$ cat config.mk
export PLATFORM = sky130hd
export DESIGN_NAME = timer_io_select
export DESIGN_NICKNAME = d
export VERILOG_FILES = /design/src/timer_io_pkg.sv /design/src/io_field_decode.sv /design/src/timer_io_select.sv
export VERILOG_INCLUDE_DIRS = /design/src
export SDC_FILE = /design/constraint.sdc
export NUM_CORES = 1
export LEC_CHECK = 0
export BUFFER_PORTS_ARGS = -buffer_cell sky130_fd_sc_hd__buf_2
export CAP_MARGIN = 20
export CORE_UTILIZATION = 51
export DETAILED_ROUTE_END_ITERATION = 8
export PLACE_DENSITY = 0.84
export SYNTH_ARGS = -nofsm -noshare
export SYNTH_HDL_FRONTEND = slang
export SYNTH_SLANG_ARGS = --single-unit
$ cat constraint.sdc
create_clock -name mclk -period 1.67 [get_ports mclk]
set_input_delay 0.2505 -clock mclk [delete_from_list [all_inputs] [get_ports mclk]]
set_output_delay 0.2505 -clock mclk [all_outputs]
set_load 0.01 [all_outputs]
$ cat src/timer_io_defs.svh
/*
 Register offsets, field positions and reset values for the timer I/O select block.
 Assumes inclusion by bare name from design files.
*/
`ifndef TIMER_IO_DEFS_SVH
`define TIMER_IO_DEFS_SVH
`define OFS_CH0_IO_HIGH   4'h0
`define OFS_CH0_IO_LOW    4'h4
`define OFS_CH1_IO        4'h8
`define OFS_CH2_IO        4'hC
`define OFS_CH0_MODE      5'h10
`define OFS_STATUS        5'h14
`define BUF_A_BIT         4
`define IO_RESET          8'h00
`define MODE_RESET        8'h00
`endif

$ cat src/timer_io_pkg.sv
/*
 Types for the timer I/O select block.
 Assumes nothing of its surroundings.
*/
package timer_io_pkg;
   typedef enum logic [1:0] {
      FN_COMPARE = 2'b00,
      FN_CAPTURE = 2'b01,
      FN_BAD     = 2'b10
   } io_fn_t;
endpackage

$ cat src/io_field_decode.sv
/*
 Decoder for one 4-bit I/O-control field in the restricted mode.
 Assumes a field taken from a register on the same clock.
*/
`timescale 1ns/1ns
`default_nettype none
module io_field_decode #(
   parameter bit CAPTURE_OK = 1'b1
) (
   input  wire logic [3:0]             field,
   output var timer_io_pkg::io_fn_t    fn
);
   always_comb begin
      if (field == 4'h0) begin
         fn = timer_io_pkg::FN_COMPARE;
      end else if (CAPTURE_OK && field[3:2] == 2'b11) begin
         fn = timer_io_pkg::FN_CAPTURE;
      end else begin
         fn = timer_io_pkg::FN_BAD;
      end
   end
endmodule // io_field_decode
`default_nettype wire

$ cat src/timer_io_select.sv
/*
 I/O select for timer channels 0 to 2: register file on classic Wishbone,
 field decode and internal capture strobes.
 Assumes count and compare events are one-cycle pulses on mclk.
*/
// Chosen here: the address map and the Wishbone register port.
// Summary of operation
// - Ch0 A/C: 0000 compare, 11xx capture
// - Ch0 captures on ch1 count up/down
// - Buffer mode A blocks register C capture
// - Ch1 A: 0000 compare, 11xx capture
// - Ch1 A captures on ch0 A events
`timescale 1ns/1ns
`default_nettype none
`include "timer_io_defs.svh"
module timer_io_select (
   input  wire logic        mclk,
   input  wire logic        rst_n,
   input  wire logic        wb_cyc_i,
   input  wire logic        wb_stb_i,
   input  wire logic        wb_we_i,
   input  wire logic [4:0]  wb_adr_i,
   input  wire logic [3:0]  wb_sel_i,
   input  wire logic [31:0] wb_dat_i,
   output logic      [31:0] wb_dat_o,
   output logic             wb_ack_o,
   input  wire logic        ch1_count_up,
   input  wire logic        ch1_count_down,
   input  wire logic        ch0_a_compare_match,
   input  wire logic        ch0_a_input_capture,
   output logic             ch0_a_capture_strobe,
   output logic             ch0_c_capture_strobe,
   output logic             ch1_a_capture_strobe,
   output logic             ch0_a_is_capture,
   output logic             ch0_c_is_capture,
   output logic             ch1_a_is_capture,
   output logic             setting_error
);
   // Register file
   logic [7:0]           io0h_q;
   logic [7:0]           io0h_d;
   logic [7:0]           io0l_q;
   logic [7:0]           io0l_d;
   logic [7:0]           io1_q;
   logic [7:0]           io1_d;
   logic [7:0]           io2_q;
   logic [7:0]           io2_d;
   logic [7:0]           mode_q;
   logic [7:0]           mode_d;
   // Bus answer
   logic                 ack_q;
   logic                 ack_d;
   logic [31:0]          rd_q;
   logic [31:0]          rd_d;
   // Capture strobes
   logic                 s0a_q;
   logic                 s0a_d;
   logic                 s0c_q;
   logic                 s0c_d;
   logic                 s1a_q;
   logic                 s1a_d;
   // Bus decode
   logic                 req;
   logic                 wr_req;
   logic                 rd_req;
   logic                 hit_io0h;
   logic                 hit_io0l;
   logic                 hit_io1;
   logic                 hit_io2;
   logic                 hit_mode;
   logic                 hit_status;
   logic [5:0]           status;
   timer_io_pkg::io_fn_t fn0a;
   timer_io_pkg::io_fn_t fn0c;
   timer_io_pkg::io_fn_t fn1a;
   timer_io_pkg::io_fn_t fn2a;

   io_field_decode #(
      .CAPTURE_OK(1'b1)
   ) u_dec0a (
      .field(io0h_q[3:0]),
      .fn   (fn0a)
   );
   io_field_decode #(
      .CAPTURE_OK(1'b1)
   ) u_dec0c (
      .field(io0l_q[3:0]),
      .fn   (fn0c)
   );
   io_field_decode #(
      .CAPTURE_OK(1'b1)
   ) u_dec1a (
      .field(io1_q[3:0]),
      .fn   (fn1a)
   );
   // No capture source exists for channel 2
   io_field_decode #(
      .CAPTURE_OK(1'b0)
   ) u_dec2a (
      .field(io2_q[3:0]),
      .fn   (fn2a)
   );

   // A request is taken once; the pending ack masks the held strobe
   assign req        = wb_cyc_i && wb_stb_i && !ack_q;
   assign wr_req     = req && wb_we_i && wb_sel_i[0];
   assign rd_req     = req && !wb_we_i;
   assign hit_io0h   = wb_adr_i == {1'b0, `OFS_CH0_IO_HIGH};
   assign hit_io0l   = wb_adr_i == {1'b0, `OFS_CH0_IO_LOW};
   assign hit_io1    = wb_adr_i == {1'b0, `OFS_CH1_IO};
   assign hit_io2    = wb_adr_i == {1'b0, `OFS_CH2_IO};
   assign hit_mode   = wb_adr_i == `OFS_CH0_MODE;
   assign hit_status = wb_adr_i == `OFS_STATUS;

   assign status = {ch0_a_is_capture,
                    ch0_c_is_capture,
                    ch1_a_is_capture,
                    fn0a == timer_io_pkg::FN_BAD,
                    fn0c == timer_io_pkg::FN_BAD,
                    setting_error};

   always_comb begin
      io0h_d = io0h_q;
      io0l_d = io0l_q;
      io1_d  = io1_q;
      io2_d  = io2_q;
      mode_d = mode_q;
      // Only the low byte lane carries a register
      if (wr_req && hit_io0h) begin
         io0h_d = wb_dat_i[7:0];
      end
      if (wr_req && hit_io0l) begin
         io0l_d = wb_dat_i[7:0];
      end
      if (wr_req && hit_io1) begin
         io1_d = wb_dat_i[7:0];
      end
      if (wr_req && hit_io2) begin
         io2_d = wb_dat_i[7:0];
      end
      if (wr_req && hit_mode) begin
         mode_d = wb_dat_i[7:0];
      end
   end

   always_ff @(posedge mclk) begin
      if (!rst_n) begin
         io0h_q <= `IO_RESET;
         io0l_q <= `IO_RESET;
         io1_q  <= `IO_RESET;
         io2_q  <= `IO_RESET;
         mode_q <= `MODE_RESET;
      end else begin
         io0h_q <= io0h_d;
         io0l_q <= io0l_d;
         io1_q  <= io1_d;
         io2_q  <= io2_d;
         mode_q <= mode_d;
      end
   end

   // Read data is held until the next read, so a slow master still sees it
   always_comb begin
      ack_d = req;
      rd_d  = rd_q;
      if (rd_req) begin
         if (hit_io0h) begin
            rd_d = {24'h000000, io0h_q};
         end else if (hit_io0l) begin
            rd_d = {24'h000000, io0l_q};
         end else if (hit_io1) begin
            rd_d = {24'h000000, io1_q};
         end else if (hit_io2) begin
            rd_d = {24'h000000, io2_q};
         end else if (hit_mode) begin
            rd_d = {24'h000000, mode_q};
         end else if (hit_status) begin
            rd_d = {26'h0, status};
         end else begin
            rd_d = 32'h00000000;
         end
      end
   end

   always_ff @(posedge mclk) begin
      if (!rst_n) begin
         ack_q <= 1'b0;
         rd_q  <= 32'h00000000;
      end else begin
         ack_q <= ack_d;
         rd_q  <= rd_d;
      end
   end

   always_comb begin
      ch0_a_is_capture = fn0a == timer_io_pkg::FN_CAPTURE;
      // Buffer use of C overrides its own capture selection
      ch0_c_is_capture = fn0c == timer_io_pkg::FN_CAPTURE
                         && !mode_q[`BUF_A_BIT];
      ch1_a_is_capture = fn1a == timer_io_pkg::FN_CAPTURE;
      // A prohibited code drives no capture and sets setting_error instead, except in C while buffer mode A is set
      setting_error = fn0a == timer_io_pkg::FN_BAD || fn1a == timer_io_pkg::FN_BAD
                      || fn2a == timer_io_pkg::FN_BAD
                      || (fn0c == timer_io_pkg::FN_BAD && !mode_q[`BUF_A_BIT]);
      s0a_d = ch0_a_is_capture && (ch1_count_up || ch1_count_down);
      s0c_d = ch0_c_is_capture && (ch1_count_up || ch1_count_down);
      s1a_d = ch1_a_is_capture
              && (ch0_a_compare_match || ch0_a_input_capture);
   end

   always_ff @(posedge mclk) begin
      if (!rst_n) begin
         s0a_q <= 1'b0;
         s0c_q <= 1'b0;
         s1a_q <= 1'b0;
      end else begin
         s0a_q <= s0a_d;
         s0c_q <= s0c_d;
         s1a_q <= s1a_d;
      end
   end

   assign ch0_a_capture_strobe = s0a_q;
   assign ch0_c_capture_strobe = s0c_q;
   assign ch1_a_capture_strobe = s1a_q;
   assign wb_ack_o = ack_q;
   assign wb_dat_o = rd_q;
endmodule // timer_io_select
`default_nettype wire

# After elaboration in Yosys (flattened, before gate mapping)
# Index checks and enable logic that the tools add are counted.
# totals
reg_bits	76
latchBits	0
ramBits	0
mem_bits_ro	0
inputBits	50
out_inout_bits	40
memories	0
# op_classes
add_sub_neg	0
mul	0
div	0
magnitude_cmp	0
eq_ne	15
shift	0
n_mux	13
bitwise_logic	0
n_reduce_logical	28
# op_table
op	count
2-to-1 mux 8 bit	5
logical NOT 4 bit	4
logical AND 1 bit	15
equality test 2 bit, second input constant	7
2-to-1 mux 2 bit	7
equality test 5 x 4 -> 1 bit, second input constant	2
equality test 5 bit, second input constant	2
equality test 2 x 1 -> 1 bit, second input constant	3
2-to-1 mux 6 bit	1
equality test 5 x 3 -> 1 bit, second input constant	1
logical NOT 5 bit	1
logical OR 1 bit	5
logical NOT 1 bit	3

# Longest topological paths before layout
# Gate-level depths: netlist of the first run.
# depth
word_depth	13
depth_mapped	6
mapped_depth_nobuf	5

# Modules after synthesis
# From an unflattened synthesis of the first run, not the netlist that was laid out.
# hier_totals
cells_unflattened	292
hier_area_um2	2722.6
# modules_own_cells
module	instances	cells_per_inst	area_per_inst_um2	seq_area_each_um2
timer_io_select	1	280	2632.5	1041.0
io_field_decode (u_dec0a ...)	3	3	23.8	0.0
io_field_decode (u_dec2a)	1	3	18.8	0.0

# Worst setup path after synthesis of the first run
# Ideal clock, no wire load.
# synth_timing
kind	register to register
start	reg ack_q (netlist: wb_ack_o)
end	reg io1_q[0]
setup_time_ps	72
t_arrival_ps	1501
path_slack_ps	97
stages_incl_launch_ff	6
path_buffers	1
period_less_slack_ps	1573
path_cell_list	dfxtp_1 -> and3b_1 -> buf_4 -> nand2_2 -> nor4_4 -> mux2i_1
# synth_between
elab_chain_len	5
# synth_lines
element	line_no	source
start, declared	timer_io_select.sv:51	logic ack_q;
start signal, assigned	timer_io_select.sv:190	ack_q <= ack_d;
logical NOT 1 bit	timer_io_select.sv:105	assign req = wb_cyc_i && wb_stb_i && !ack_q;
logical AND 1 bit	timer_io_select.sv:105	
logical AND 1 bit (2 in a row)	timer_io_select.sv:106	assign wr_req = req && wb_we_i && wb_sel_i[0];
logical AND 1 bit	timer_io_select.sv:135	if (wr_req && hit_io1) begin
end signal, assigned	timer_io_select.sv:150	io1_q <= `IO_RESET;
end signal, assigned	timer_io_select.sv:156	io1_q <= io1_d;
end, declared	timer_io_select.sv:44	logic [7:0] io1_q;
# Every way passes these cells.
# A chain may end at the register's enable or synchronous reset.

# Final worst setup path of the first run
# layout_timing
start	reg io0l_q[1]
end	out setting_error
# layout_between
elab_chain_len	5
# layout_lines
element	line_no	source
start, declared	timer_io_select.sv:42	logic [7:0] io0l_q;
start signal, assigned	timer_io_select.sv:149	io0l_q <= `IO_RESET;
start signal, assigned	timer_io_select.sv:155	io0l_q <= io0l_d;
logical NOT 4 bit	io_field_decode.sv:14	if (field == 4'h0) begin
2-to-1 mux 2 bit	io_field_decode.sv:14	
equality test 2 bit	timer_io_select.sv:204	|| (fn0c == timer_io_pkg::FN_BAD && !mode_q[`BUF_A_BIT]);
logical AND 1 bit	timer_io_select.sv:204	
logical OR 1 bit	timer_io_select.sv:202	setting_error = fn0a == timer_io_pkg::FN_BAD || fn1a == timer_io_pkg::FN_BAD
end, declared	timer_io_select.sv:37	output logic setting_error
# Every way passes these cells.

==> impl_metrics.ini, run 1 <==
[outcome]
status = finished with violations
failing_checks = negative setup slack

[timing]
finalCritPeriodShare = 1.11
finalSetupViolations = 1
drv_slew = 0
rsz_0062_raised_after_global_routing = true
hold_violations = 0
final.setup.tns_ps = -182
worst_slack_ps = -182
final.min_clock_period_ps = 1850
skew_ps = 9.64
maxClockFrequency_mhz = 540

[route]
drt-total-wl_um = 6220
count_of_antenna_violating_nets_left_after_detailed_routing = 0
routed-via-count = 2300
detail_routed_net_length_per_standard_cell_um = 14.8
drt-pass1-iter-count = 4
route.detailed.drc = 0
initial_drt_markers = 193
post_drt_via_cell_ratio = 5.48

[clock_tree]
cts.sinks = 52
postCtsHoldBufs = 0
insertion_delay_ps = 310
tritoncts = built
htree_levels = 2
clock_tree.buffer_depth = 2
numCtsBuffers = 5
clk_pin_slew_worst_paths_ps = 90
clk_root_buffer_cell = clkbuf_8

[die]
die-area_um2 = 5690
fp-row-count = 26
core_region_area_um2 = 5140
die_h_um = 75.4
io_pins = 90
floorplan.initialDensity = 0.535
die_w_um = 75.4

[critical_path]
worst-r2r-setup-slack_ps = 110
timing.critical_path.slowest_stage_cell = or3_1
worstReg2RegStart = wb_ack_o$_SDFF_PN0_
required_time_of_the_critical_path_ps = 1420
r2r_end = io0l_q[2]$_SDFFE_PN0P_
criticalPathCategory = reg2out
crit_path_max_incr_delay_ps = 380
critical_path.cell_chain = nor4_4 > nor3b_1 > or3_1 > buf_2
depth_of_the_worst_register_to_register_path = 5
worst-endpoint-arrival_ps = 1600
timing.critical_path.to_type = primary output
path_max_fanout = 3
worst_setup_start_kind = flop

[grt]
grt_antenna_before_repair = 0
global_route_wire_length_before_repair_um = 9980
global_route.overflow_total = 0
grt_pass1_vias = 2111
grt_max_degree = 29
groute.usage.overall = 0.237

[layout]
nFillCells = 422
area.growth.synth_to_final_pct = 16.3
post_route_cells_drive_above_1_share = 0.251
fin_nets = 399
antenna_cells_inserted = 0

[logic_synthesis]
post_synth_mux_area_share = 0.173
synth_top_family_by_area = simple AND/OR/NAND/NOR gates
synth.largest_area_cell = dfxtp_1
post_synth_inst_count = 298
average_footprint_of_a_synthesized_cell_um2 = 9.23
synth_top_area_frac = 0.379
synthXorXnorAreaFrac = 0
yosysUniqueCellTypes = 44
mappedNetlistArea_um2 = 2750
most_instantiated_flip_flop_cell_in_the_synthesis_netlist = dfxtp_1
share_of_synthesized_cell_area_in_full_adder_half_adder_and_majority_cells = 0
synthesis.yosys.warnings = 0
ys_top_cells_by_count = dfxtp_1 (52), mux2i_1 (43), nand2_1 (32), buf_4 (27), nor2b_1 (24)
synth.most_common_cell = dfxtp_1
synth_enable_flop_cells = 0
yosys.area_share.simple = 0.238
synth_seq_cells = 52
async_flop_share = 0
compound_cell_area_share_of_the_yosys_netlist = 0.103
sequential_fraction_of_the_synthesis_area = 0.379
synth_area_leaders = dfxtp_1 (38%), mux2i_1 (16%), buf_4 (7.4%)

[place]
post-dp-hpwl_um = 4560
placer_congestion = 0.827
port-buffer-count = 38

[min_path]
whs_endpoint = ch1_a_capture_strobe$_SDFF_PN0_
worstHoldPathCells = 2
min-delay-start = ch0_a_compare_match
worst_hold_path_type = in2reg

[pwr]
vdd.ir_drop.worst_mv = 0.558
design_power_total_uw = 2340
powerDensity_nw_per_um2 = 731
power_leakage_uw = 0.00140

[run]
cap_violations = 0
-- cells in the final DEF (no fill, tap or decap), types with 5 or more instances in the layout --
| cell type | n |
|---|---|
| dfxtp_1 | 48 |
| nor3b_1 | 5 |
| clkbuf_8 | 5 |
| nand3_1 | 8 |
| o2bb2ai_1 | 6 |
| mux2i_1 | 43 |
| o21ai_0 | 10 |
| conb_1 | 24 |
| a21oi_1 | 8 |
| nand2_1 | 32 |
| nor2_1 | 8 |
| buf_4 | 22 |
| nor2b_1 | 24 |
| nand2b_1 | 6 |
| buf_2 | 38 |
-- where the power goes --
part | switching [uW] | internal (uW)
Combinational | 147 | 85.0
Sequential | 3.92 | 1250
Clock | 413 | 444
Total | 564 | 1770
-- worst max-delay path by stage --
stage	end	start	cells past startpoint	slack, ps
global placement	setting_error	io0l_q[1]$_SDFFE_PN0P_	4	80
finish	setting_error	io0l_q[1]$_SDFFE_PN0P_	4	-180
global route	setting_error	io2_q[0]$_SDFFE_PN0P_	4	-290
floorplan	io1_q[0]$_SDFFE_PN0P_	wb_ack_o$_SDFF_PN0_	5	100
detailed placement	setting_error	io0l_q[1]$_SDFFE_PN0P_	4	20
CTS	setting_error	io0l_q[0]$_SDFFE_PN0P_	4	-190
-- sequential cells by signal, summed over array words and instances, names as in the netlist, 8 cells and up --
name / count
io2_q: 8
io0h_q: 8
wb_dat_o: 8
io0l_q: 8
mode_q: 8
io1_q: 8
-- what timing repair did --
item | CTS | global route
setup endpoints to repair | 1 | 1
resized for setup | 4 | 6
pin swaps | 2 | 2
endpoints found under the hold margin | 0 | 0
setup buffers | 1 | 1
-- metal layers --
metal | vias to the layer above | share of wire | global-route usage
met5 | - | 0 | 0
met4 | 0 | 0.021 | 0.101
met3 | 11 | 0.053 | 0.0410
met2 | 89 | 0.50 | 0.397
met1 | 1097 | 0.43 | 0.302
li1 | 1103 | - | -
-- critical path: cells and delay by family (launching register included) --
family        cells  cell delay, ps
buf+inv           1             160
flops             1             350
simple gates      3             790
-- cells by family after synthesis --
family	count (synthesis)
muxes	47
and+or+nand+nor	112
AOI/OAI and AO/OA	41
DFF	52
other	1
buffers and inverters	45
-- through the flow --
stage	std cells	hold slack [ps]	setup WS, ps	utilization	area, um^2
3_5_place_dp	410	450	15.9	0.589	3030
4_1_cts	419	169	-194	0.617	3170
2_1_floorplan	321	388	97.4	-	2840
5_1_grt	420	170	-288	0.622	3200
3_3_place_gp	410	445	75.7	0.589	3030
6_report	420	170	-182	0.622	3200
-- area by class of cell --
class | instances | area (um^2) | area share
multi-input combinational | 224 | 1540 | 0.482
sequential | 52 | 1050 | 0.328
timing repair buffer | 62 | 395 | 0.124
tap | 70 | 87.6 | 0.0274
clock buffer | 5 | 68.8 | 0.0215
clock inverter | 3 | 42.5 | 0.0133
inverter | 4 | 15.0 | 0.00469
(Power assumes the default switching activity.)
==> run 2: changes to the inputs <==
ABC_AREA = 1   (was unset)
CORE_UTILIZATION = 50   (was 51)
==> run 2 against run 1 <==
  * The run now ends clean
  * Utilization down 3.1 points
  * Synthesized area down 7.7%
  * Worst setup slack improved by 330 ps
  * Via count grew 1.5%
  * First-iteration DRC count down 8.3%
  * Critical path type unchanged
  * Largest cell class unchanged
==> impl_metrics.ini, run 2 <==
[pwr]
vdd.ir_drop.worst_mv = 0.474
powerDensity_nw_per_um2 = 799
power_leakage_uw = 0.00130

[critical_path]
crit_buf_inv = 1
required_time_of_the_critical_path_ps = 1420
crit_path_max_incr_delay_ps = 390
depth_of_the_worst_register_to_register_path = 6
critical_path.cell_chain = nand2_1 > nand2_1 > nand3_1 > buf_2
critical_path.top_delay_family = simple AND/OR/NAND/NOR gates
timing.critical_path.to_type = primary output
timing.critical_path.slowest_stage_cell = dfxtp_1
worst_path_most_repeated_cell = nand2_1
criticalPathCategory = reg2out
worst-endpoint-arrival_ps = 1270
cp.depth = 4
worst_setup_start_kind = flop
path_max_fanout = 4

[timing]
holdWs_ps = 180
rsz_0062_raised_after_global_routing = false
final.setup.tns_ps = 0
maxClockFrequency_mhz = 658
final.min_clock_period_ps = 1520
finalSetupViolations = 0
skew_ps = 9.59
hold_violations = 0
finalCritPeriodShare = 0.910
drv_slew = 0

[place]
post-dp-hpwl_um = 4380
port-buffer-count = 38
dpl-instance-area_um2 = 2730
placer_congestion = 0.847

[layout]
mostFrequentLayoutCells = nor2_1 (78), dfxtp_1 (51), o21ai_0 (42)
antenna_cells_inserted = 0
area.growth.synth_to_final_pct = 12.1
finalInstanceArea_um2 = 2850
layout.cells.most_common = nor2_1
fin_nets = 444
post_route_cells_drive_above_1_share = 0.208

[die]
core_region_area_um2 = 4820
fp-row-count = 25
floorplan.initialDensity = 0.527
die_w_um = 73.3
die_h_um = 73.3
die-area_um2 = 5370
io_pins = 90

[logic_synthesis]
synth_area_leaders = dfxtp_1 (41%), nor2_1 (12%), o21ai_0 (8.3%)
average_footprint_of_a_synthesized_cell_um2 = 7.27
synthesis.yosys.warnings = 0
synth.most_common_cell = nor2_1
synth.largest_area_cell = dfxtp_1
sequential_fraction_of_the_synthesis_area = 0.410
post_synth_inst_count = 349
most_instantiated_flip_flop_cell_in_the_synthesis_netlist = dfxtp_1
mappedNetlistArea_um2 = 2540
synth_top_area_frac = 0.410
async_flop_share = 0
synth_enable_flop_cells = 0
synth_seq_cells = 52
ys_top_cells_by_count = nor2_1 (78), dfxtp_1 (52), o21ai_0 (42), nand2_1 (40), inv_1 (27)
yosysUniqueCellTypes = 24

[clock_tree]
number_of_post_cts_setup_repair_buffers = 0
numCtsBuffers = 5
clk_pin_slew_worst_paths_ps = 90
clk_root_buffer_cell = clkbuf_8
cts.sinks = 52
post_cts.resized_instances = 0
clock_tree.buffer_depth = 2
postCtsHoldBufs = 0
insertion_delay_ps = 310
tritoncts = built
htree_levels = 2

[grt]
global_route.overflow_total = 0
grt_pass1_vias = 2047
global_route_wire_length_before_repair_um = 9330
groute.usage.overall = 0.227
grt_max_degree = 28
grt_antenna_before_repair = 0

[route]
detail_routed_net_length_per_standard_cell_um = 12.2
count_of_antenna_violating_nets_left_after_detailed_routing = 0
post_drt_via_cell_ratio = 5.05
route.detailed.drc = 0
initial_drt_markers = 177
drt-pass1-iter-count = 4
routed-via-count = 2334
drt-total-wl_um = 5640

[run]
cap_violations = 0

[min_path]
worst_hold_path_type = in2reg
worstHoldPathCells = 3

[outcome]
status = completed
## run 2: cell types whose count changed in the layout (fill, tap and decap cells not counted), moves of 5 or more
cell       change
nor2_4         +9
a21oi_1       +18
o2bb2ai_1      -6
mux2i_1       -43
nor3b_1        -5
nand2b_1       -6
nor2_1        +70
buf_4         -13
nand2_1        +8
nor2b_1       -24
inv_1         +23
inv_2          +8
o21ai_0       +32
## run 2: power by group
part	internal, uW	switching, uW	total, uW
Clock	443	402	845
Sequential	1250	4.54	1250
Combinational	52.6	123	176
Total	1740	530	2270
## run 2: per-stage QoR
step,power [uW],worst slack [ps],utilization,instances
finish,2270,151,0.591,462
global route,2380,6.76,0.591,462
CTS,2290,82.9,0.591,462
detailed placement,1450,129,0.568,454
global placement,1450,203,0.568,454
floorplan,1420,341,-,372
## run 2: cell type report
class | count | area [um^2]
fill | 447 | 1970
clock inverter | 3 | 42.5
timing repair buffer | 47 | 258
tap | 67 | 83.8
inverter | 37 | 144
clock buffer | 5 | 68.8
sequential | 52 | 1040
multi-input combinational | 251 | 1210
## run 2: kinds of logic after synthesis
logic type	share of synthesized area
AO/OA/AOI/OAI	0.162
AND/OR/NAND/NOR	0.278
flip-flops	0.410
other	0.00148
buffers and inverters	0.148
## run 2: tightest hold or removal path, cell delays in order
cell and delay [ps]:
buf_2 70, o21ai_0 60, nor2_1 70
## run 2: layer usage
layer	GRT usage	wire length, um	up-vias
li1	-	-	1160
met1	0.301	2400	1065
met2	0.374	2750	102
met3	0.0466	415	7
met4	0.0588	68	0
met5	0	0	-
## run 2: final timing paths
| check | startpoint | end | slack, ps |
|---|---|---|---|
| max | io0h_q[3]$_SDFFE_PN0P_ | setting_error | 150 |
| min | ch0_a_compare_match | ch1_a_capture_strobe$_SDFF_PN0_ | 180 |
| min reg2reg | io2_q[4]$_SDFFE_PN0P_ | io2_q[4]$_SDFFE_PN0P_ | 460 |
| max reg2reg | wb_ack_o$_SDFF_PN0_ | mode_q[4]$_SDFFE_PN0P_ | 260 |
